==> config.mk <==
export PLATFORM = sky130hd
export DESIGN_NAME = ppt_port_cfg
export DESIGN_NICKNAME = d
export VERILOG_FILES = /design/src/ppt_pkg.sv /design/src/ppt_port_cfg.sv
export SDC_FILE = /design/constraint.sdc
export NUM_CORES = 1
export LEC_CHECK = 0
export ABC_CLOCK_PERIOD_IN_PS = 2000
export BUFFER_PORTS_ARGS = -buffer_cell sky130_fd_sc_hd__buf_2
export CORE_ASPECT_RATIO = 1.25
export CORE_MARGIN = 4
export CORE_UTILIZATION = 45
export CTS_CLUSTER_DIAMETER = 80
export DETAILED_ROUTE_END_ITERATION = 8
export GPL_TIMING_DRIVEN = 1
export HOLD_SLACK_MARGIN = 0.03
export PLACE_DENSITY = 0.79
export REMOVE_ABC_BUFFERS = 1
export SYNTH_ARGS = -nofsm -noshare
export SYNTH_HDL_FRONTEND = slang
export SYNTH_SLANG_ARGS = --single-unit
==> constraint.sdc <==
create_clock -name ref_clk -period 2 [get_ports ref_clk]
set_input_delay 0.2 -clock ref_clk [delete_from_list [all_inputs] [get_ports ref_clk]]
set_output_delay 0.2 -clock ref_clk [all_outputs]
set_load 0.02 [all_outputs]
==> src/ppt_pkg.sv <==
package ppt_pkg;
  // ----------------------------------------
  // Register map (byte addresses)
  // ----------------------------------------
  localparam logic [7:0] OFF_MODE = 8'h00;
  localparam logic [7:0] OFF_ADDR = 8'h04;
  localparam logic [7:0] OFF_PEN = 8'h08;
  localparam logic [7:0] OFF_STAT = 8'h0c;
  localparam logic [7:0] OFF_CTRL = 8'h10;
  localparam logic [7:0] OFF_WDATA = 8'h14;
  localparam logic [7:0] OFF_RDATA = 8'h18;
  localparam logic [7:0] OFF_IBUF = 8'h20;
  localparam logic [7:0] OFF_OUTPUT_UNDERFLOW_FLAG = 8'h30;
  // ----------------------------------------
  // Field positions
  // ----------------------------------------
  localparam int MODE_BUSY = 15;
  localparam int MODE_ADDRESS_STEP_SELECT = 11;
  localparam int MODE_SEL = 8;
  localparam int MODE_SETUP_WAIT_COUNT = 6;
  localparam int MODE_STROBE_WAIT_COUNT = 2;
  localparam int MODE_HOLD_WAIT_COUNT = 0;
  localparam int ADDR_CS = 14;
  localparam int CTRL_ON = 15;
  localparam int CTRL_MUX = 11;
  localparam int CTRL_CSF = 6;
  localparam int CTRL_ALP = 5;
  localparam int CTRL_CSP = 3;
  localparam int CTRL_WRSP = 1;
  localparam int CTRL_RDSP = 0;
  localparam int ST_IBF = 15;
  localparam int ST_INPUT_OVERFLOW_FLAG = 14;
  localparam int ST_INPUT_BUFFER_FULL_BITS = 8;
  localparam int ST_OBE = 7;
  localparam int ST_OUTPUT_UNDERFLOW_FLAG = 6;
  localparam int ST_OUTPUT_BUFFER_EMPTY_BITS = 0;
  // ----------------------------------------
  // Masks and reset values
  // ----------------------------------------
  localparam logic [31:0] MODE_WMASK = 32'h0000_7bff;
  localparam logic [31:0] ADDR_WMASK = 32'h0000_47ff;
  localparam logic [31:0] CTRL_WMASK = 32'h0000_98eb;
  localparam logic [31:0] ZERO_RST = 32'h0000_0000;
  localparam logic [3:0] OBE_RST = 4'hf;
  localparam logic [3:0] IBF_RST = 4'h0;
  // ----------------------------------------
  // Encodings
  // ----------------------------------------
  localparam logic [1:0] MD_LEGACY = 2'b00;
  localparam logic [1:0] MD_ENH = 2'b01;
  localparam logic [1:0] MD_SEP = 2'b10;
  localparam logic [1:0] MD_COMB = 2'b11;
  localparam logic [1:0] INC_UP = 2'b01;
  localparam logic [1:0] INC_DN = 2'b10;
  localparam logic [1:0] INC_BUF = 2'b11;
  localparam logic [1:0] CSF_CS = 2'b10;
  localparam logic [1:0] MUX_NONE = 2'b00;
  typedef enum logic [3:0] {
    ST_IDLE = 4'b0001,
    ST_SETUP = 4'b0010,
    ST_STROBE = 4'b0100,
    ST_HOLD = 4'b1000
  } ppt_state_t;
  typedef struct packed {
    logic wr;
    logic rd;
    logic [1:0] addr;
    logic [7:0] data;
  } ppt_pins_t;
endpackage : ppt_pkg

==> src/ppt_port_cfg.sv <==
module ppt_port_cfg (
  input wire logic ref_clk,
  input wire logic rst_n,
  input wire logic psel,
  input wire logic penable,
  input wire logic pwrite,
  input wire logic [7:0] paddr,
  input wire logic [31:0] pwdata,
  output logic [31:0] prdata,
  output logic pready,
  output logic pslverr,
  input wire ppt_pkg::ppt_pins_t pinIn,
  output logic [7:0] dataOut,
  output logic dataOe,
  output logic rdStrobe,
  output logic wrStrobe,
  output logic [14:0] addrOut,
  output logic [14:0] addrOe,
  output logic busy
);
  import ppt_pkg::*;

  // ----------------------------------------
  // Functions
  // ----------------------------------------
  function automatic logic [3:0] setupLen(input logic [31:0] m);
    setupLen = (m[MODE_STROBE_WAIT_COUNT+:4] == 4'h0) ? 4'h1 : {2'b00, m[MODE_SETUP_WAIT_COUNT+:2]} + 4'h1;
  endfunction : setupLen

  function automatic logic [3:0] holdLen(input logic [31:0] m, input logic wr);
    if (m[MODE_STROBE_WAIT_COUNT+:4] == 4'h0) begin
      holdLen = wr ? 4'h1 : 4'h0;
    end else if (wr) begin
      holdLen = {2'b00, m[MODE_HOLD_WAIT_COUNT+:2]} + 4'h1;
    end else begin
      holdLen = {2'b00, m[MODE_HOLD_WAIT_COUNT+:2]};
    end
  endfunction : holdLen

  function automatic logic [14:0] stepAddr(input logic [14:0] a, input logic [1:0] inc,
                                           input logic csOn);
    logic [9:0] s;
    s = {a[14], a[10:2]};
    if (csOn) begin
      s[9] = 1'b0;
    end
    if (inc == INC_UP) begin
      s = s + 10'h001;
    end else if (inc == INC_DN) begin
      s = s - 10'h001;
    end
    stepAddr = {csOn ? a[14] : s[9], a[13:11], s[8:0], a[1:0]};
  endfunction : stepAddr

  // ----------------------------------------
  // Registers and decode
  // ----------------------------------------
  logic [31:0] mode_r;
  logic [31:0] ctrl_r;
  logic [14:0] addr_r;
  logic [14:0] pen_r;
  logic [3:0] ibFull_r;
  logic [3:0] obEmpty_r;
  logic input_overflow_flag_r;
  logic output_underflow_flag_r;
  logic [7:0] inBuf_r [4];
  logic [7:0] outBuf_r [4];
  logic [1:0] inPtr_r;
  logic [1:0] outPtr_r;
  logic [7:0] wrData_r;
  logic [7:0] rdData_r;
  ppt_state_t state_r;
  logic [3:0] cnt_r;
  logic isWr_r;
  ppt_pins_t sync1_r;
  ppt_pins_t sync2_r;
  logic wrPrev_r;
  logic rdPrev_r;

  logic acc;
  logic wrAcc;
  logic rdAcc;
  logic [1:0] mdSel;
  logic isOn;
  logic isMaster;
  logic isSlave;
  logic csOn;
  logic hostWr;
  logic hostRd;
  logic [1:0] inIdx;
  logic [1:0] outIdx;
  logic startWr;
  logic startRd;
  logic phaseEnd;
  logic xferDone;
  logic [3:0] swRdClr;
  logic [3:0] swWrSet;
  logic mapped;
  logic [31:0] rdMux;
  logic [31:0] statVal;

  assign acc = psel && penable;
  assign wrAcc = acc && pwrite;
  assign rdAcc = acc && !pwrite;
  assign mdSel = mode_r[MODE_SEL+:2];
  assign isOn = ctrl_r[CTRL_ON];
  assign isMaster = isOn && mdSel[1];
  assign isSlave = isOn && !mdSel[1];
  assign csOn = ctrl_r[CTRL_CSF+:2] == CSF_CS;
  assign pready = 1'b1;

  // ----------------------------------------
  // Pin synchroniser
  // ----------------------------------------
  always_ff @(posedge ref_clk or negedge rst_n) begin
    if (!rst_n) begin
      sync1_r <= '0;
      sync2_r <= '0;
      wrPrev_r <= 1'b0;
      rdPrev_r <= 1'b0;
    end else begin
      sync1_r <= pinIn;
      sync2_r <= sync1_r;
      wrPrev_r <= sync2_r.wr;
      rdPrev_r <= sync2_r.rd;
    end
  end

  assign hostWr = isSlave && sync2_r.wr && !wrPrev_r;
  assign hostRd = isSlave && sync2_r.rd && !rdPrev_r;
  // Legacy slave has no address pins, so a pointer picks the buffer
  assign inIdx = (mdSel == MD_ENH) ? sync2_r.addr : inPtr_r;
  assign outIdx = (mdSel == MD_ENH) ? sync2_r.addr : outPtr_r;

  // ----------------------------------------
  // APB read side
  // ----------------------------------------
  assign statVal = {16'h0000, &ibFull_r, input_overflow_flag_r, 2'b00, ibFull_r,
                    &obEmpty_r, output_underflow_flag_r, 2'b00, obEmpty_r};

  always_comb begin
    mapped = 1'b1;
    rdMux = 32'h0000_0000;
    unique case (paddr)
      OFF_MODE: rdMux = {16'h0000, state_r != ST_IDLE, mode_r[14:0]};
      OFF_ADDR: rdMux = {17'h00000, addr_r};
      OFF_PEN: rdMux = {17'h00000, pen_r};
      OFF_STAT: rdMux = statVal;
      OFF_CTRL: rdMux = ctrl_r;
      OFF_WDATA: rdMux = {24'h000000, wrData_r};
      OFF_RDATA: rdMux = {24'h000000, rdData_r};
      default: begin
        if (paddr[7:4] == OFF_IBUF[7:4] && paddr[1:0] == 2'b00) begin
          rdMux = {24'h000000, inBuf_r[paddr[3:2]]};
        end else if (paddr[7:4] == OFF_OUTPUT_UNDERFLOW_FLAG[7:4] && paddr[1:0] == 2'b00) begin
          rdMux = {24'h000000, outBuf_r[paddr[3:2]]};
        end else begin
          mapped = 1'b0;
        end
      end
    endcase
  end

  assign prdata = (psel && !pwrite && mapped) ? rdMux : 32'h0000_0000;
  assign pslverr = psel && penable && !mapped;

  // ----------------------------------------
  // Configuration registers
  // ----------------------------------------
  always_ff @(posedge ref_clk or negedge rst_n) begin
    if (!rst_n) begin
      mode_r <= ZERO_RST;
      ctrl_r <= ZERO_RST;
      pen_r <= ZERO_RST[14:0];
    end else if (wrAcc) begin
      if (paddr == OFF_MODE) begin
        mode_r <= pwdata & MODE_WMASK;
      end
      if (paddr == OFF_CTRL) begin
        ctrl_r <= pwdata & CTRL_WMASK;
      end
      if (paddr == OFF_PEN) begin
        pen_r <= pwdata[14:0] & ADDR_WMASK[14:0];
      end
    end
  end

  // Software write wins over the step of the same cycle
  always_ff @(posedge ref_clk or negedge rst_n) begin
    if (!rst_n) begin
      addr_r <= ZERO_RST[14:0];
    end else if (wrAcc && paddr == OFF_ADDR) begin
      addr_r <= pwdata[14:0] & ADDR_WMASK[14:0];
    end else if (xferDone) begin
      addr_r <= stepAddr(addr_r, mode_r[MODE_ADDRESS_STEP_SELECT+:2], csOn);
    end
  end

  // ----------------------------------------
  // Master transfer sequencer
  // ----------------------------------------
  assign startWr = wrAcc && paddr == OFF_WDATA && isMaster && state_r == ST_IDLE;
  assign startRd = wrAcc && paddr == OFF_RDATA && isMaster && state_r == ST_IDLE;
  assign phaseEnd = cnt_r == 4'h0;
  assign xferDone = (state_r == ST_HOLD && phaseEnd)
                    || (state_r == ST_STROBE && phaseEnd && holdLen(mode_r, isWr_r) == 4'h0);

  always_ff @(posedge ref_clk or negedge rst_n) begin
    if (!rst_n) begin
      state_r <= ST_IDLE;
      cnt_r <= 4'h0;
      isWr_r <= 1'b0;
    end else begin
      unique case (state_r)
        ST_IDLE: begin
          if (startWr || startRd) begin
            state_r <= ST_SETUP;
            cnt_r <= setupLen(mode_r) - 4'h1;
            isWr_r <= startWr;
          end
        end
        ST_SETUP: begin
          if (phaseEnd) begin
            state_r <= ST_STROBE;
            cnt_r <= mode_r[MODE_STROBE_WAIT_COUNT+:4];
          end else begin
            cnt_r <= cnt_r - 4'h1;
          end
        end
        ST_STROBE: begin
          if (phaseEnd && holdLen(mode_r, isWr_r) == 4'h0) begin
            state_r <= ST_IDLE;
          end else if (phaseEnd) begin
            state_r <= ST_HOLD;
            cnt_r <= holdLen(mode_r, isWr_r) - 4'h1;
          end else begin
            cnt_r <= cnt_r - 4'h1;
          end
        end
        ST_HOLD: begin
          if (phaseEnd) begin
            state_r <= ST_IDLE;
          end else begin
            cnt_r <= cnt_r - 4'h1;
          end
        end
      endcase
    end
  end

  always_ff @(posedge ref_clk or negedge rst_n) begin
    if (!rst_n) begin
      wrData_r <= 8'h00;
      rdData_r <= 8'h00;
    end else begin
      if (startWr) begin
        wrData_r <= pwdata[7:0];
      end
      // Byte is taken on the last strobe cycle, once past the synchroniser
      if (state_r == ST_STROBE && phaseEnd && !isWr_r) begin
        rdData_r <= sync2_r.data;
      end
    end
  end

  assign busy = state_r != ST_IDLE;

  // ----------------------------------------
  // Slave buffers
  // ----------------------------------------
  always_comb begin
    swRdClr = 4'h0;
    swWrSet = 4'h0;
    if (rdAcc && paddr[7:4] == OFF_IBUF[7:4] && paddr[1:0] == 2'b00) begin
      swRdClr[paddr[3:2]] = 1'b1;
    end
    if (wrAcc && paddr[7:4] == OFF_OUTPUT_UNDERFLOW_FLAG[7:4] && paddr[1:0] == 2'b00) begin
      swWrSet[paddr[3:2]] = 1'b1;
    end
  end

  always_ff @(posedge ref_clk or negedge rst_n) begin
    if (!rst_n) begin
      ibFull_r <= IBF_RST;
      obEmpty_r <= OBE_RST;
      for (int i = 0; i < 4; i++) begin
        inBuf_r[i] <= 8'h00;
        outBuf_r[i] <= 8'h00;
      end
    end else begin
      // Host read's empty set wins over a software load in the same cycle; a host write to a full buffer overflows as software reads it
      ibFull_r <= (ibFull_r & ~swRdClr)
                  | ((hostWr && !ibFull_r[inIdx]) ? (4'h1 << inIdx) : 4'h0);
      obEmpty_r <= (obEmpty_r & ~swWrSet)
                   | ((hostRd && !obEmpty_r[outIdx]) ? (4'h1 << outIdx) : 4'h0);
      if (hostWr && !ibFull_r[inIdx]) begin
        inBuf_r[inIdx] <= sync2_r.data;
      end
      for (int i = 0; i < 4; i++) begin
        if (swWrSet[i]) begin
          outBuf_r[i] <= pwdata[7:0];
        end
      end
    end
  end

  // Error flags clear by writing zero; a new event in that cycle still sets
  always_ff @(posedge ref_clk or negedge rst_n) begin
    if (!rst_n) begin
      input_overflow_flag_r <= 1'b0;
      output_underflow_flag_r <= 1'b0;
    end else begin
      input_overflow_flag_r <= (hostWr && ibFull_r[inIdx])
                || (input_overflow_flag_r && !(wrAcc && paddr == OFF_STAT && !pwdata[ST_INPUT_OVERFLOW_FLAG]));
      output_underflow_flag_r <= (hostRd && obEmpty_r[outIdx])
                || (output_underflow_flag_r && !(wrAcc && paddr == OFF_STAT && !pwdata[ST_OUTPUT_UNDERFLOW_FLAG]));
    end
  end

  always_ff @(posedge ref_clk or negedge rst_n) begin
    if (!rst_n) begin
      inPtr_r <= 2'b00;
      outPtr_r <= 2'b00;
    end else if (mdSel == MD_LEGACY && mode_r[MODE_ADDRESS_STEP_SELECT+:2] == INC_BUF) begin
      if (hostWr) begin
        inPtr_r <= inPtr_r + 2'b01;
      end
      if (hostRd) begin
        outPtr_r <= outPtr_r + 2'b01;
      end
    end
  end

  // ----------------------------------------
  // Pin drive
  // ----------------------------------------
  logic [7:0] dataNxt;
  logic oeNxt;
  always_comb begin
    dataNxt = dataOut;
    oeNxt = 1'b0;
    if (isMaster && state_r != ST_IDLE) begin
      // Multiplexed modes put the low address on the data lines in setup
      if (state_r == ST_SETUP && ctrl_r[CTRL_MUX+:2] != MUX_NONE) begin
        dataNxt = addr_r[7:0];
        oeNxt = 1'b1;
      end else begin
        dataNxt = wrData_r;
        oeNxt = isWr_r;
      end
    end else if (isSlave && sync2_r.rd) begin
      dataNxt = outBuf_r[outIdx];
      oeNxt = 1'b1;
    end
  end

  always_ff @(posedge ref_clk or negedge rst_n) begin
    if (!rst_n) begin
      dataOut <= 8'h00;
      dataOe <= 1'b0;
    end else begin
      dataOut <= dataNxt;
      dataOe <= oeNxt;
    end
  end

  logic strobeAct;
  logic latchAct;
  assign strobeAct = state_r == ST_STROBE;
  assign latchAct = state_r == ST_SETUP && ctrl_r[CTRL_MUX+:2] != MUX_NONE;
  // Combined mode: read line carries direction, write line the enable
  assign rdStrobe = ~ctrl_r[CTRL_RDSP] ^ ((mdSel == MD_COMB) ? (busy && !isWr_r)
                                          : (strobeAct && !isWr_r)) ;
  assign wrStrobe = ~ctrl_r[CTRL_WRSP] ^ ((mdSel == MD_COMB) ? strobeAct
                                          : (strobeAct && isWr_r));

  always_comb begin
    addrOut = {1'b0, 3'b000, addr_r[10:0]};
    addrOut[14] = csOn ? (~ctrl_r[CTRL_CSP] ^ addr_r[ADDR_CS]) : addr_r[ADDR_CS];
    if (ctrl_r[CTRL_MUX+:2] != MUX_NONE) begin
      addrOut[1:0] = {2{~ctrl_r[CTRL_ALP] ^ latchAct}};
    end
    addrOe = 15'h0000;
    if (isMaster) begin
      addrOe[14] = pen_r[14];
      addrOe[10:2] = pen_r[10:2];
      addrOe[1:0] = pen_r[1:0];
    end
  end

  int unsigned strobeCnt;
  always_ff @(posedge ref_clk or negedge rst_n) begin
    if (!rst_n) begin
      strobeCnt <= 0;
    end else begin
      strobeCnt <= strobeAct ? strobeCnt + 1 : 0;
    end
  end
endmodule : ppt_port_cfg

==> results.md, run 1 <==
* Net Sw Frac at 27.8%
* Fillers at 1482
* R2r setup slk at -320 ps
* Min Hold Slack at 37.9 ps
* CP startpoint kind: flip-flop
* CTS buffer count at 17
* Pins Over Slew Limit at 0
* Total power per unit cell area at 665 nW/um^2
* Relative slew slack at 47.6%
* Commonest non-fill, non-tap cells in the layout: dfrtp_1 (176), buf_4 (119), nand2_1 (100), mux2_2 (86), buf_2 (73)
* Die H at 173 um
* Net Sw Power at 0.00249 W
* Hold WC Path Type: input pin to flip-flop
* Status: finished with violations
* Mapped Cells at 881
* Most common cell on crit path: buf_4
* CTS root buf: clkbuf_16
* Failing checks: negative setup slack
* Period utilisation layout at 119%
* End point of the critical path: addrOut[0]
* Design internal power at 0.00647 W
* Minimum clock period at 2380 ps
* Max IR drop VDD at 0.563 mV
* Commonest non-fill, non-tap cell in the layout: dfrtp_1
* Clk_skew at 12.7 ps
* Cells along the critical path: buf_4 > buf_4 > nor4b_4 > buf_4 > xor2_1 > nor2_1 > a21o_1 > buf_6
* Area Growth Syn to Fin at 36.7%
* Slowest library cell on the worst path: dfstp_2
* Total number of yosys warnings at 0
* Clock Power Share at 38.3%
* CTS H-tree lvls at 4
* Die area at 24400 sq um
* CTS tree: built
* Reg2Reg Depth at 8
* DRT Wirelength at 33700 um
* Die W at 140 um
* Leak at 6.31 nW
* WS Path Type: flip-flop to output port
* Vias in the first global route at 8633
* Final GP Congestion at 0.877
* CP Launch Point: state_r[0]$_DFFE_PN1P_
* EDFF count, synth at 0
* Ys async rst share at 100%
* Tightest Pin Transition at 785 ps
* Finished Layout Cells at 1409
* Largest net degree at the start of global routing at 63
* Initial antenna violation count at 2
* Post-synth cell types at 70
* Fin worst setup slack at -379 ps
* Synth top area share at 45.7%
* Clock-pin slew of the registers on the worst-case setup and hold paths at 70 ps
* Sequential power share at 44.3%
* Register area share after synthesis at 47.0%
* Max clock buf depth at 2
* DRC Markers at 0
* RSZ-0062 raised after global routing: yes
* Layout cell share with drive strength beyond 1 at 49.2%
* ANT nets after route at 0
* Placement Cell Area at 11300 sq um
* Synth area leader: dfrtp_1
* RR Endpoint: addr_r[7]$_DFFE_PN0P_
* Max Cap Viol at 0
* Via count at 8819
* Setup Viol. Count Final at 82
* RR Startpoint: state_r[0]$_DFFE_PN1P_
* CP endpoint kind: output port
* Fin area at 13500 sq um
* DRT Pass-1 Iters at 6
* Data required time of the worst path at 1800 ps
* Final nets at 1179
* Final hold violations at 0
* Worst endpoint data arrival time at 2180 ps
* Fmax at 0.420 GHz
* # clock sinks at 185
* Initial DRC Count at 968
* Initial core utilization at 45.7%
* Gr usage total at 24.8%
* Top-Level Pins at 133
* Total global routing overflow at 0
* Post-synth top flop: dfrtp_1
* First-pass GRT wire length at 47300 um
* Max stage delay on crit path at 370 ps
* Post-Route Setup TNS at -14070 ps
* Wirelength per Cell at 23.9 um
* Cells after DPL at 1299
* Std-Cell Rows at 60
* Dpl hpwl at 20300 um
* Vias per cell at 6.26
* Largest cells by area after synthesis: dfrtp_1 (46%), mux2_2 (14%), mux4_2 (6.4%), nand2_1 (4.2%), buf_4 (2.4%)
* Latest clock arrival within the worst-skew pair at 440 ps
* Mapped Area at 9860 sq um
* Avg Inst Size Synth at 11.2 sq um
* Core area at 21500 sq um
* I/O Buffers at 93
* Register bit total from synthesis at 185
* Combinational Power Share at 17.5%
* CP max FO at 4
-- stage by stage --
| step | setup WS [ps] | total power (W) | util [%] |
|---|---|---|---|
| 4_1_cts | -317 | 0.00886 | 59.3 |
| 5_1_grt | -424 | 0.00926 | 62.5 |
| 2_1_floorplan | -287 | 0.00462 | - |
| 3_3_place_gp | -219 | 0.00524 | 52.6 |
| 6_report | -379 | 0.00896 | 62.5 |
| 3_5_place_dp | -219 | 0.00527 | 52.6 |
-- state kept, by name, summed over array words and instances, names as in the netlist, 8 cells and up --
register / count
inBuf_r: 32
wrData_r: 8
sync2_r: 12
ctrl_r: 9
sync1_r: 12
rdData_r: 8
pen_r: 12
addr_r: 12
outBuf_r: 32
dataOut: 8
mode_r: 14
-- power groups by stage --
stage                     registers, W  clock network (W)  logic, W
after floorplan                0.00404                  0  0.000576
after global placement         0.00401                  0   0.00122
after detailed placement       0.00402                  0   0.00125
after CTS                      0.00396            0.00345   0.00146
after global routing           0.00398            0.00362   0.00167
final                          0.00397            0.00343   0.00156
-- worst min path at each step --
stage,start,to,slack [ps],depth (start not counted)
2_1_floorplan,rst_n,addr_r[0]$_DFFE_PN0P_,-100,0
3_3_place_gp,rst_n,sync1_r[6]$_DFF_PN0_,230,1
3_5_place_dp,rst_n,sync1_r[6]$_DFF_PN0_,240,1
4_1_cts,pwdata[9],mode_r[9]$_DFFE_PN0P_,30,2
5_1_grt,pwdata[9],pen_r[9]$_DFFE_PN0P_,40,2
6_report,pwdata[11],mode_r[11]$_DFFE_PN0P_,40,2
-- worst max-delay path: cells and delay by family (launching register included) --
family | cells | cell delay (ps)
AND/OR/NAND/NOR | 2 | 380
flip-flops | 1 | 370
buffers and inverters | 4 | 600
XOR/XNOR | 1 | 150
AO/OA/AOI/OAI | 1 | 240
-- layout make-up --
type	count	area, sq um	share of cell area (%)
antenna	2	5.00	0.0371
inverter	11	41.3	0.306
clock inverter	13	141	1.05
timing repair buffer	280	2380	17.7
sequential	185	4640	34.4
multi-input combinational	620	5460	40.5
clock buffer	19	453	3.36
tap	279	349	2.59
-- synth_stat cells (all sizes together) (8+ instances only) --
cell type and instances:
xnor2 10, nor2b 20, nand2b 8, and3 15
a21oi 43, dfrtp 180, o31ai 8, a211oi 15
mux4 28, nand2 111, o21ai 34, nor3 16
nor4 8, clkbuf 32, nor2 41, a311o 8
nand3 9, mux2 125, inv 11, a32oi 10
mux2i 12, buf 54
-- per-layer routing --
metal  vias up  track usage, %  share of wire (%)
li1       3627               -                  -
met1      4395            29.5                 35
met2       614            42.1                 50
met3       183            4.39                8.1
met4         0            13.9                6.3
met5         -               0                  0
-- cell families after synthesis --
kind of cell | after synthesis | share of synthesized area, %
XOR/XNOR | 16 | 1.42
multiplexers | 165 | 21.9
other | 2 | 0.0762
adder cells (fa/ha/maj) | 7 | 0.889
AND/OR/NAND/NOR | 258 | 13.1
flip-flops | 185 | 47.0
buffers and inverters | 97 | 5.20
AO/OA/AOI/OAI | 151 | 10.3
-- repair_timing --
action / CTS / global route
endpoints found under the hold margin: 76 / 0
pin swaps: 45 / 39
hold buffers: 17 / 0
resized for setup: 137 / 108
setup endpoints to repair: 46 / 94
gates cloned: 0 / 5
setup buffers: 25 / 36
(Power assumes the default switching activity.)
==> inputs of run 2 (changes only) <==
CORE_MARGIN = 5   (was 4)
PLACE_DENSITY = 0.66   (was 0.79)
==> results.md, run 2 (synthesized netlist as in run 1, its figures left out) <==
* Minimum clock period at 2350 ps (was 2380 ps)
* Final hold violations at 0 (unchanged)
* Total power per unit cell area at 666 nW/um^2 (was 665 nW/um^2)
* Area Growth Syn to Fin at 35.4% (was 36.7%)
* Initial core utilization at 45.7% (unchanged)
* Design internal power at 0.00646 W (was 0.00647 W)
* Setup Viol. Count Final at 62 (was 82)
* Max Cap Viol at 0 (unchanged)
* Tightest Pin Transition at 697 ps (was 785 ps)
* Initial DRC Count at 640 (was 968)
* Core area at 21500 sq um (unchanged)
* Gr usage total at 23.7% (was 24.8%)
* Fin worst setup slack at -348 ps (was -379 ps)
* Via count at 8168 (was 8819)
* Initial antenna violation count at 1 (was 2)
* Latest clock arrival within the worst-skew pair at 440 ps (about the same)
* Final GP Congestion at 0.927 (was 0.877)
* Die area at 25000 sq um (was 24400 sq um)
* I/O Buffers at 93 (unchanged)
* CTS H-tree lvls at 4 (unchanged)
* # clock sinks at 185 (unchanged)
* Commonest non-fill, non-tap cell in the layout: dfrtp_1 (unchanged)
* Pins Over Slew Limit at 0 (unchanged)
* Clock-pin slew of the registers on the worst-case setup and hold paths at 70 ps (about the same)
* Placement Setup Slack at -152 ps (was -219 ps)
* Fillers at 1673 (was 1482)
* Largest net degree at the start of global routing at 66 (was 63)
* Data required time of the worst path at 1800 ps (about the same)
* Net Sw Frac at 27.4% (was 27.8%)
* Vias per cell at 5.79 (was 6.26)
* RSZ-0062 raised after global routing: yes (unchanged)
* Period utilisation layout at 117% (was 119%)
* Failing checks: negative setup slack (unchanged)
* Std-Cell Rows at 60 (unchanged)
* CP endpoint kind: output port (unchanged)
* Die W at 142 um (was 140 um)
* Seq. cell area at 4640 sq um (about the same)
* Clk_skew at 9.48 ps (was 12.7 ps)
* Worst endpoint data arrival time at 2150 ps (was 2180 ps)
* Die H at 175 um (was 173 um)
* Max IR drop VDD at 0.602 mV (was 0.563 mV)
* Hold WC Path Type: input pin to flip-flop (unchanged)
* Sequential power share at 44.6% (was 44.3%)
* Vias in the first global route at 8230 (was 8633)
* Wirelength per Cell at 21.6 um (was 23.9 um)
* Min Hold Slack at 34.8 ps (was 37.9 ps)
* ANT nets after route at 0 (unchanged)
* Clock Power Share at 38.6% (was 38.3%)
* Relative slew slack at 53.4% (was 47.6%)
* Commonest non-fill, non-tap cells in the layout: dfrtp_1 (174), buf_4 (134), nand2_1 (101), mux2_2 (88), buf_2 (75) (was dfrtp_1 (176), buf_4 (119), nand2_1 (100), mux2_2 (86), buf_2 (73))
* Largest registers: inBuf_r (32), outBuf_r (32), mode_r (14) (unchanged)
* Total global routing overflow at 0 (unchanged)
* CTS tree: built (unchanged)
* Max stage delay on crit path at 530 ps (was 370 ps)
* Cells after DPL at 1312 (was 1299)
* Tot Pwr at 0.00890 W (was 0.00896 W)
* WS Path Type: flip-flop to output port (unchanged)
* DRT Pass-1 Iters at 5 (was 6)
* Max clock buf depth at 2 (unchanged)
* Dpl hpwl at 21000 um (was 20300 um)
* DRT Wirelength at 30500 um (was 33700 um)
* Cells along the critical path: or4b_4 > a21oi_1 > a31oi_1 > nor2_1 > buf_4 > xnor2_4 > buf_6 (was buf_4 > buf_4 > nor4b_4 > buf_4 > xor2_1 > nor2_1 > a21o_1 > buf_6)
* Top-Level Pins at 133 (unchanged)
* CP startpoint kind: flip-flop (unchanged)
* Finished Layout Cells at 1411 (was 1409)
* Multi-input logic area at 5370 sq um (was 5460 sq um)
* CTS root buf: clkbuf_16 (unchanged)
* DRC Markers at 0 (unchanged)
* Status: finished with violations (unchanged)
* Combinational Power Share at 16.8% (was 17.5%)
* Leak at 6.27 nW (was 6.31 nW)
* Final nets at 1182 (was 1179)
* Fmax at 0.426 GHz (was 0.420 GHz)
* CP max FO at 3 (was 4)
* Post-Route Setup TNS at -7290 ps (was -14070 ps)
* Layout cell share with drive strength beyond 1 at 48.1% (was 49.2%)
* CTS buffer count at 17 (unchanged)
* R2r setup slk at -200 ps (was -320 ps)
* First-pass GRT wire length at 45900 um (was 47300 um)
* Slowest library cell on the worst path: or4b_4 (was dfstp_2)
* Net Sw Power at 0.00243 W (was 0.00249 W)
==> run 2: stage by stage <==
stage / area (sq um) / utilization, %
final: 13300 / 62.0
after global routing: 13300 / 62.0
after CTS: 12600 / 58.6
after detailed placement: 11400 / 52.7
after global placement: 11400 / 52.7
after floorplan: 9460 / -
==> run 2: power by group through the flow <==
stage | Sequential (W) | Clock [W] | Combinational (W)
CTS | 0.00397 | 0.00346 | 0.00138
global placement | 0.00403 | 0 | 0.00121
floorplan | 0.00404 | 0 | 0.000576
global route | 0.00399 | 0.00362 | 0.00160
detailed placement | 0.00403 | 0 | 0.00122
finish | 0.00397 | 0.00343 | 0.00149
==> run 2: routing by layer <==
layer / global-route usage [%] / vias to the layer above / share of wire [%]
met5: 0 / - / 0
met4: 9.07 / 0 / 3.4
met3: 3.40 / 73 / 4.9
met2: 40.8 / 311 / 52
met1: 30.1 / 4155 / 40
li1: - / 3629 / -
==> run 2: final timing paths <==
check,start,end,cells past startpoint
worst max-delay path,state_r[3]$_DFFE_PN0P_,rdStrobe,7
worst min-delay path,pwdata[8],pen_r[8]$_DFFE_PN0P_,2
worst max register to register,state_r[3]$_DFFE_PN0P_,addr_r[10]$_DFFE_PN0P_,9
worst min register to register,sync1_r[3]$_DFF_PN0_,sync2_r[3]$_DFF_PN0_,0
max in group asynchronous,rst_n,state_r[0]$_DFFE_PN1P_,3
min in group asynchronous,rst_n,dataOe$_DFF_PN0_,2
==> run 2: critical path, delay by kind of cell (launching register included) <==
kind / cells / cell delay (ps)
AND/OR/NAND/NOR: 2 / 640
flip-flops: 1 / 440
AO/OA/AOI/OAI: 2 / 200
buffers and inverters: 2 / 300
XOR/XNOR: 1 / 130
==> run 2: layout make-up <==
cell class / instances / area share, %
Clock inverter: 12 / 1.06
Sequential cell: 185 / 34.8
Clock buffer: 20 / 3.42
Timing Repair Buffer: 283 / 17.6
Inverter: 11 / 0.328
Tap cell: 279 / 2.62
Antenna cell: 1 / 0.0187
Multi-Input combinational cell: 620 / 40.2
==> run 2: repair_timing <==
item | in CTS | in global routing
pin swaps | 36 | 31
gates resized for setup | 85 | 126
endpoints found under the hold margin | 76 | 0
setup buffers | 23 | 27
hold buffers | 18 | 0
gates cloned | 1 | 3
endpoints found under the setup margin | 63 | 91
==> inputs of run 3 (changes only) <==
CTS_BUF_LIST = sky130_fd_sc_hd__clkbuf_8   (was unset)
==> results.md, run 3 (synthesized netlist as in run 1, its figures left out) <==
* Fillers at 1677 (was 1673)
* Placement Setup Slack at -152 ps (unchanged)
* Setup Viol. Count Final at 67 (was 62)
* Final hold violations at 0 (unchanged)
* Fmax at 0.417 GHz (was 0.426 GHz)
* Period utilisation layout at 120% (was 117%)
* Max stage delay on crit path at 540 ps (was 530 ps)
* Vias per cell at 5.83 (was 5.79)
* Layout cell share with drive strength beyond 1 at 49.3% (was 48.1%)
* Final GP Congestion at 0.927 (unchanged)
* Fin worst setup slack at -400 ps (was -348 ps)
* Clk_skew at 17.7 ps (was 9.48 ps)
* Status: finished with violations (unchanged)
* Clock-pin slew of the registers on the worst-case setup and hold paths at 100 ps (was 70 ps)
* Largest net degree at the start of global routing at 66 (unchanged)
* Area Growth Syn to Fin at 35.8% (was 35.4%)
* Max clock buf depth at 2 (unchanged)
* Commonest non-fill, non-tap cells in the layout: dfrtp_1 (173), buf_4 (139), nand2_1 (103), mux2_2 (87), buf_2 (74) (was dfrtp_1 (174), buf_4 (134), nand2_1 (101), mux2_2 (88), buf_2 (75))
* Reg2Reg Depth at 7 (was 9)
* RSZ-0062 raised after global routing: yes (unchanged)
* DR top layer: met4 (unchanged)
* Met3 Routed Length at 1600 um (was 1500 um)
* Die H at 175 um (unchanged)
* Initial DRC Count at 645 (was 640)
* Dpl hpwl at 21000 um (unchanged)
* DRT Wirelength at 30700 um (was 30500 um)
* CTS buffer count at 17 (unchanged)
* CP max FO at 3 (unchanged)
* Relative slew slack at 53.7% (was 53.4%)
* Minimum clock period at 2400 ps (was 2350 ps)
* Commonest non-fill, non-tap cell in the layout: dfrtp_1 (unchanged)
* Total global routing overflow at 0 (unchanged)
* Latest clock arrival within the worst-skew pair at 480 ps (was 440 ps)
* CP endpoint kind: output port (unchanged)
* RR Startpoint: state_r[3]$_DFFE_PN0P_ (unchanged)
* First-pass GRT wire length at 46300 um (was 45900 um)
* Via count at 8260 (was 8168)
* Slowest library cell on the worst path: or4b_4 (unchanged)
* WL met2 at 15900 um (was 15800 um)
* RR Endpoint: addr_r[10]$_DFFE_PN0P_ (unchanged)
* Hold endpoint: addr_r[2]$_DFFE_PN0P_ (was pen_r[8]$_DFFE_PN0P_)
* Hold Path Cell Cnt at 3 (was 2)
* Wirelength per Cell at 21.6 um (about the same)
* Initial antenna violation count at 1 (unchanged)
* Min-delay src: pwdata[2] (was pwdata[8])
* Max IR drop VDD at 0.524 mV (was 0.602 mV)
* CTS root buf: clkbuf_8 (was clkbuf_16)
* DRT Pass-1 Iters at 5 (unchanged)
* ANT nets after route at 0 (unchanged)
* Die area at 25000 sq um (unchanged)
* Pins Over Slew Limit at 0 (unchanged)
* Placement Cell Area at 11400 sq um (unchanged)
* Data required time of the worst path at 1800 ps (about the same)
* Largest registers: inBuf_r (32), outBuf_r (32), mode_r (14) (unchanged)
* Leak at 6.28 nW (was 6.27 nW)
* Gr usage total at 23.9% (was 23.7%)
* Tightest Pin Transition at 693 ps (was 697 ps)
* Initial core utilization at 45.7% (unchanged)
* Max Cap Viol at 0 (unchanged)
* R2r setup slk at -230 ps (was -200 ps)
* Cells along the critical path: or4b_4 > a21oi_2 > a31oi_1 > nor2_1 > buf_4 > xnor2_4 > buf_6 (was or4b_4 > a21oi_1 > a31oi_1 > nor2_1 > buf_4 > xnor2_4 > buf_6)
* Fin area at 13400 sq um (was 13300 sq um)
* Final nets at 1189 (was 1182)
* Std-Cell Rows at 60 (unchanged)
* Vias in the first global route at 8282 (was 8230)
* I/O Buffers at 93 (unchanged)
* Total power per unit cell area at 602 nW/um^2 (was 666 nW/um^2)
* # clock sinks at 185 (unchanged)
* Die W at 142 um (unchanged)
* CP startpoint kind: flip-flop (unchanged)
* Worst endpoint data arrival time at 2200 ps (was 2150 ps)
* WS Path Type: flip-flop to output port (unchanged)
* Hold WC Path Type: input pin to flip-flop (unchanged)
* Core area at 21500 sq um (unchanged)
* Top-Level Pins at 133 (unchanged)
* CTS tree: built (unchanged)
* Met1 wire length at 12100 um (was 12200 um)
* Failing checks: negative setup slack (unchanged)
* CTS H-tree lvls at 4 (unchanged)
* DRC Markers at 0 (unchanged)
[run 3: metrics by stage]
step	TNS (ps)	util (%)	total power (W)	hold WS, ps	instances
floorplan	-12740	-	0.00462	-95.6	816
global placement	-2980	52.7	0.00524	232	1312
detailed placement	-3520	52.7	0.00525	241	1312
CTS	-9620	58.8	0.00796	42.4	1392
global route	-12990	62.1	0.00836	67.3	1418
finish	-8100	62.1	0.00806	60.2	1418
[run 3: worst max-delay path, delay by kind of cell (launching register included)]
family	cells	cell delay [ps]
AND/OR/NAND/NOR	2	650
flip-flops	1	450
buffers and inverters	2	300
AO/OA/AOI/OAI	2	190
XOR/XNOR	1	130
[run 3: power breakdown]
| part | total, W | leakage, nW | switching, W | internal [W] |
|---|---|---|---|---|
| clock | 0.00259 | 0.209 | 0.00140 | 0.00119 |
| sequential | 0.00397 | 2.42 | 0.000111 | 0.00386 |
| combinational | 0.00150 | 3.66 | 0.000830 | 0.000668 |
[run 3: worst max path at each step]
stage                            from                                 to
3_3_place_gp                 paddr[1]                         prdata[12]
4_1_cts        state_r[3]$_DFFE_PN0P_                           rdStrobe
3_5_place_dp    mode_r[4]$_DFFE_PN0P_               cnt_r[1]$_DFFE_PN0P_
5_1_grt        state_r[0]$_DFFE_PN1P_                         prdata[15]
2_1_floorplan   mode_r[9]$_DFFE_PN0P_  output_underflow_flag_r$_DFF_PN0_
6_report       state_r[3]$_DFFE_PN0P_                           rdStrobe
[run 3: repair_timing]
| item | in CTS | in global routing |
|---|---|---|
| cloned | 3 | 3 |
| hold buffers | 21 | 0 |
| gates resized for setup | 126 | 114 |
| hold endpoints to repair | 85 | 0 |
| buffers inserted | 29 | 26 |
| pin swaps | 40 | 52 |
| endpoints found under the setup margin | 64 | 99 |
[run 3: layout make-up]
class                      instances  area (sq um)  area share [%]
inverter                          11          43.8           0.327
multi-input combinational        620          5520            41.2
tap                              279           349            2.61
clock buffer                      19           262            1.95
antenna                            1          2.50          0.0187
timing repair buffer             290          2420            18.1
clock inverter                    13           145            1.08
sequential                       185          4640            34.7
[run 3: metal layers]
| layer | GRT usage (%) | up-vias |
|---|---|---|
| li1 | - | 3626 |
| met1 | 29.9 | 4232 |
| met2 | 42.0 | 319 |
| met3 | 3.92 | 83 |
| met4 | 8.08 | 0 |
| met5 | 0 | - |
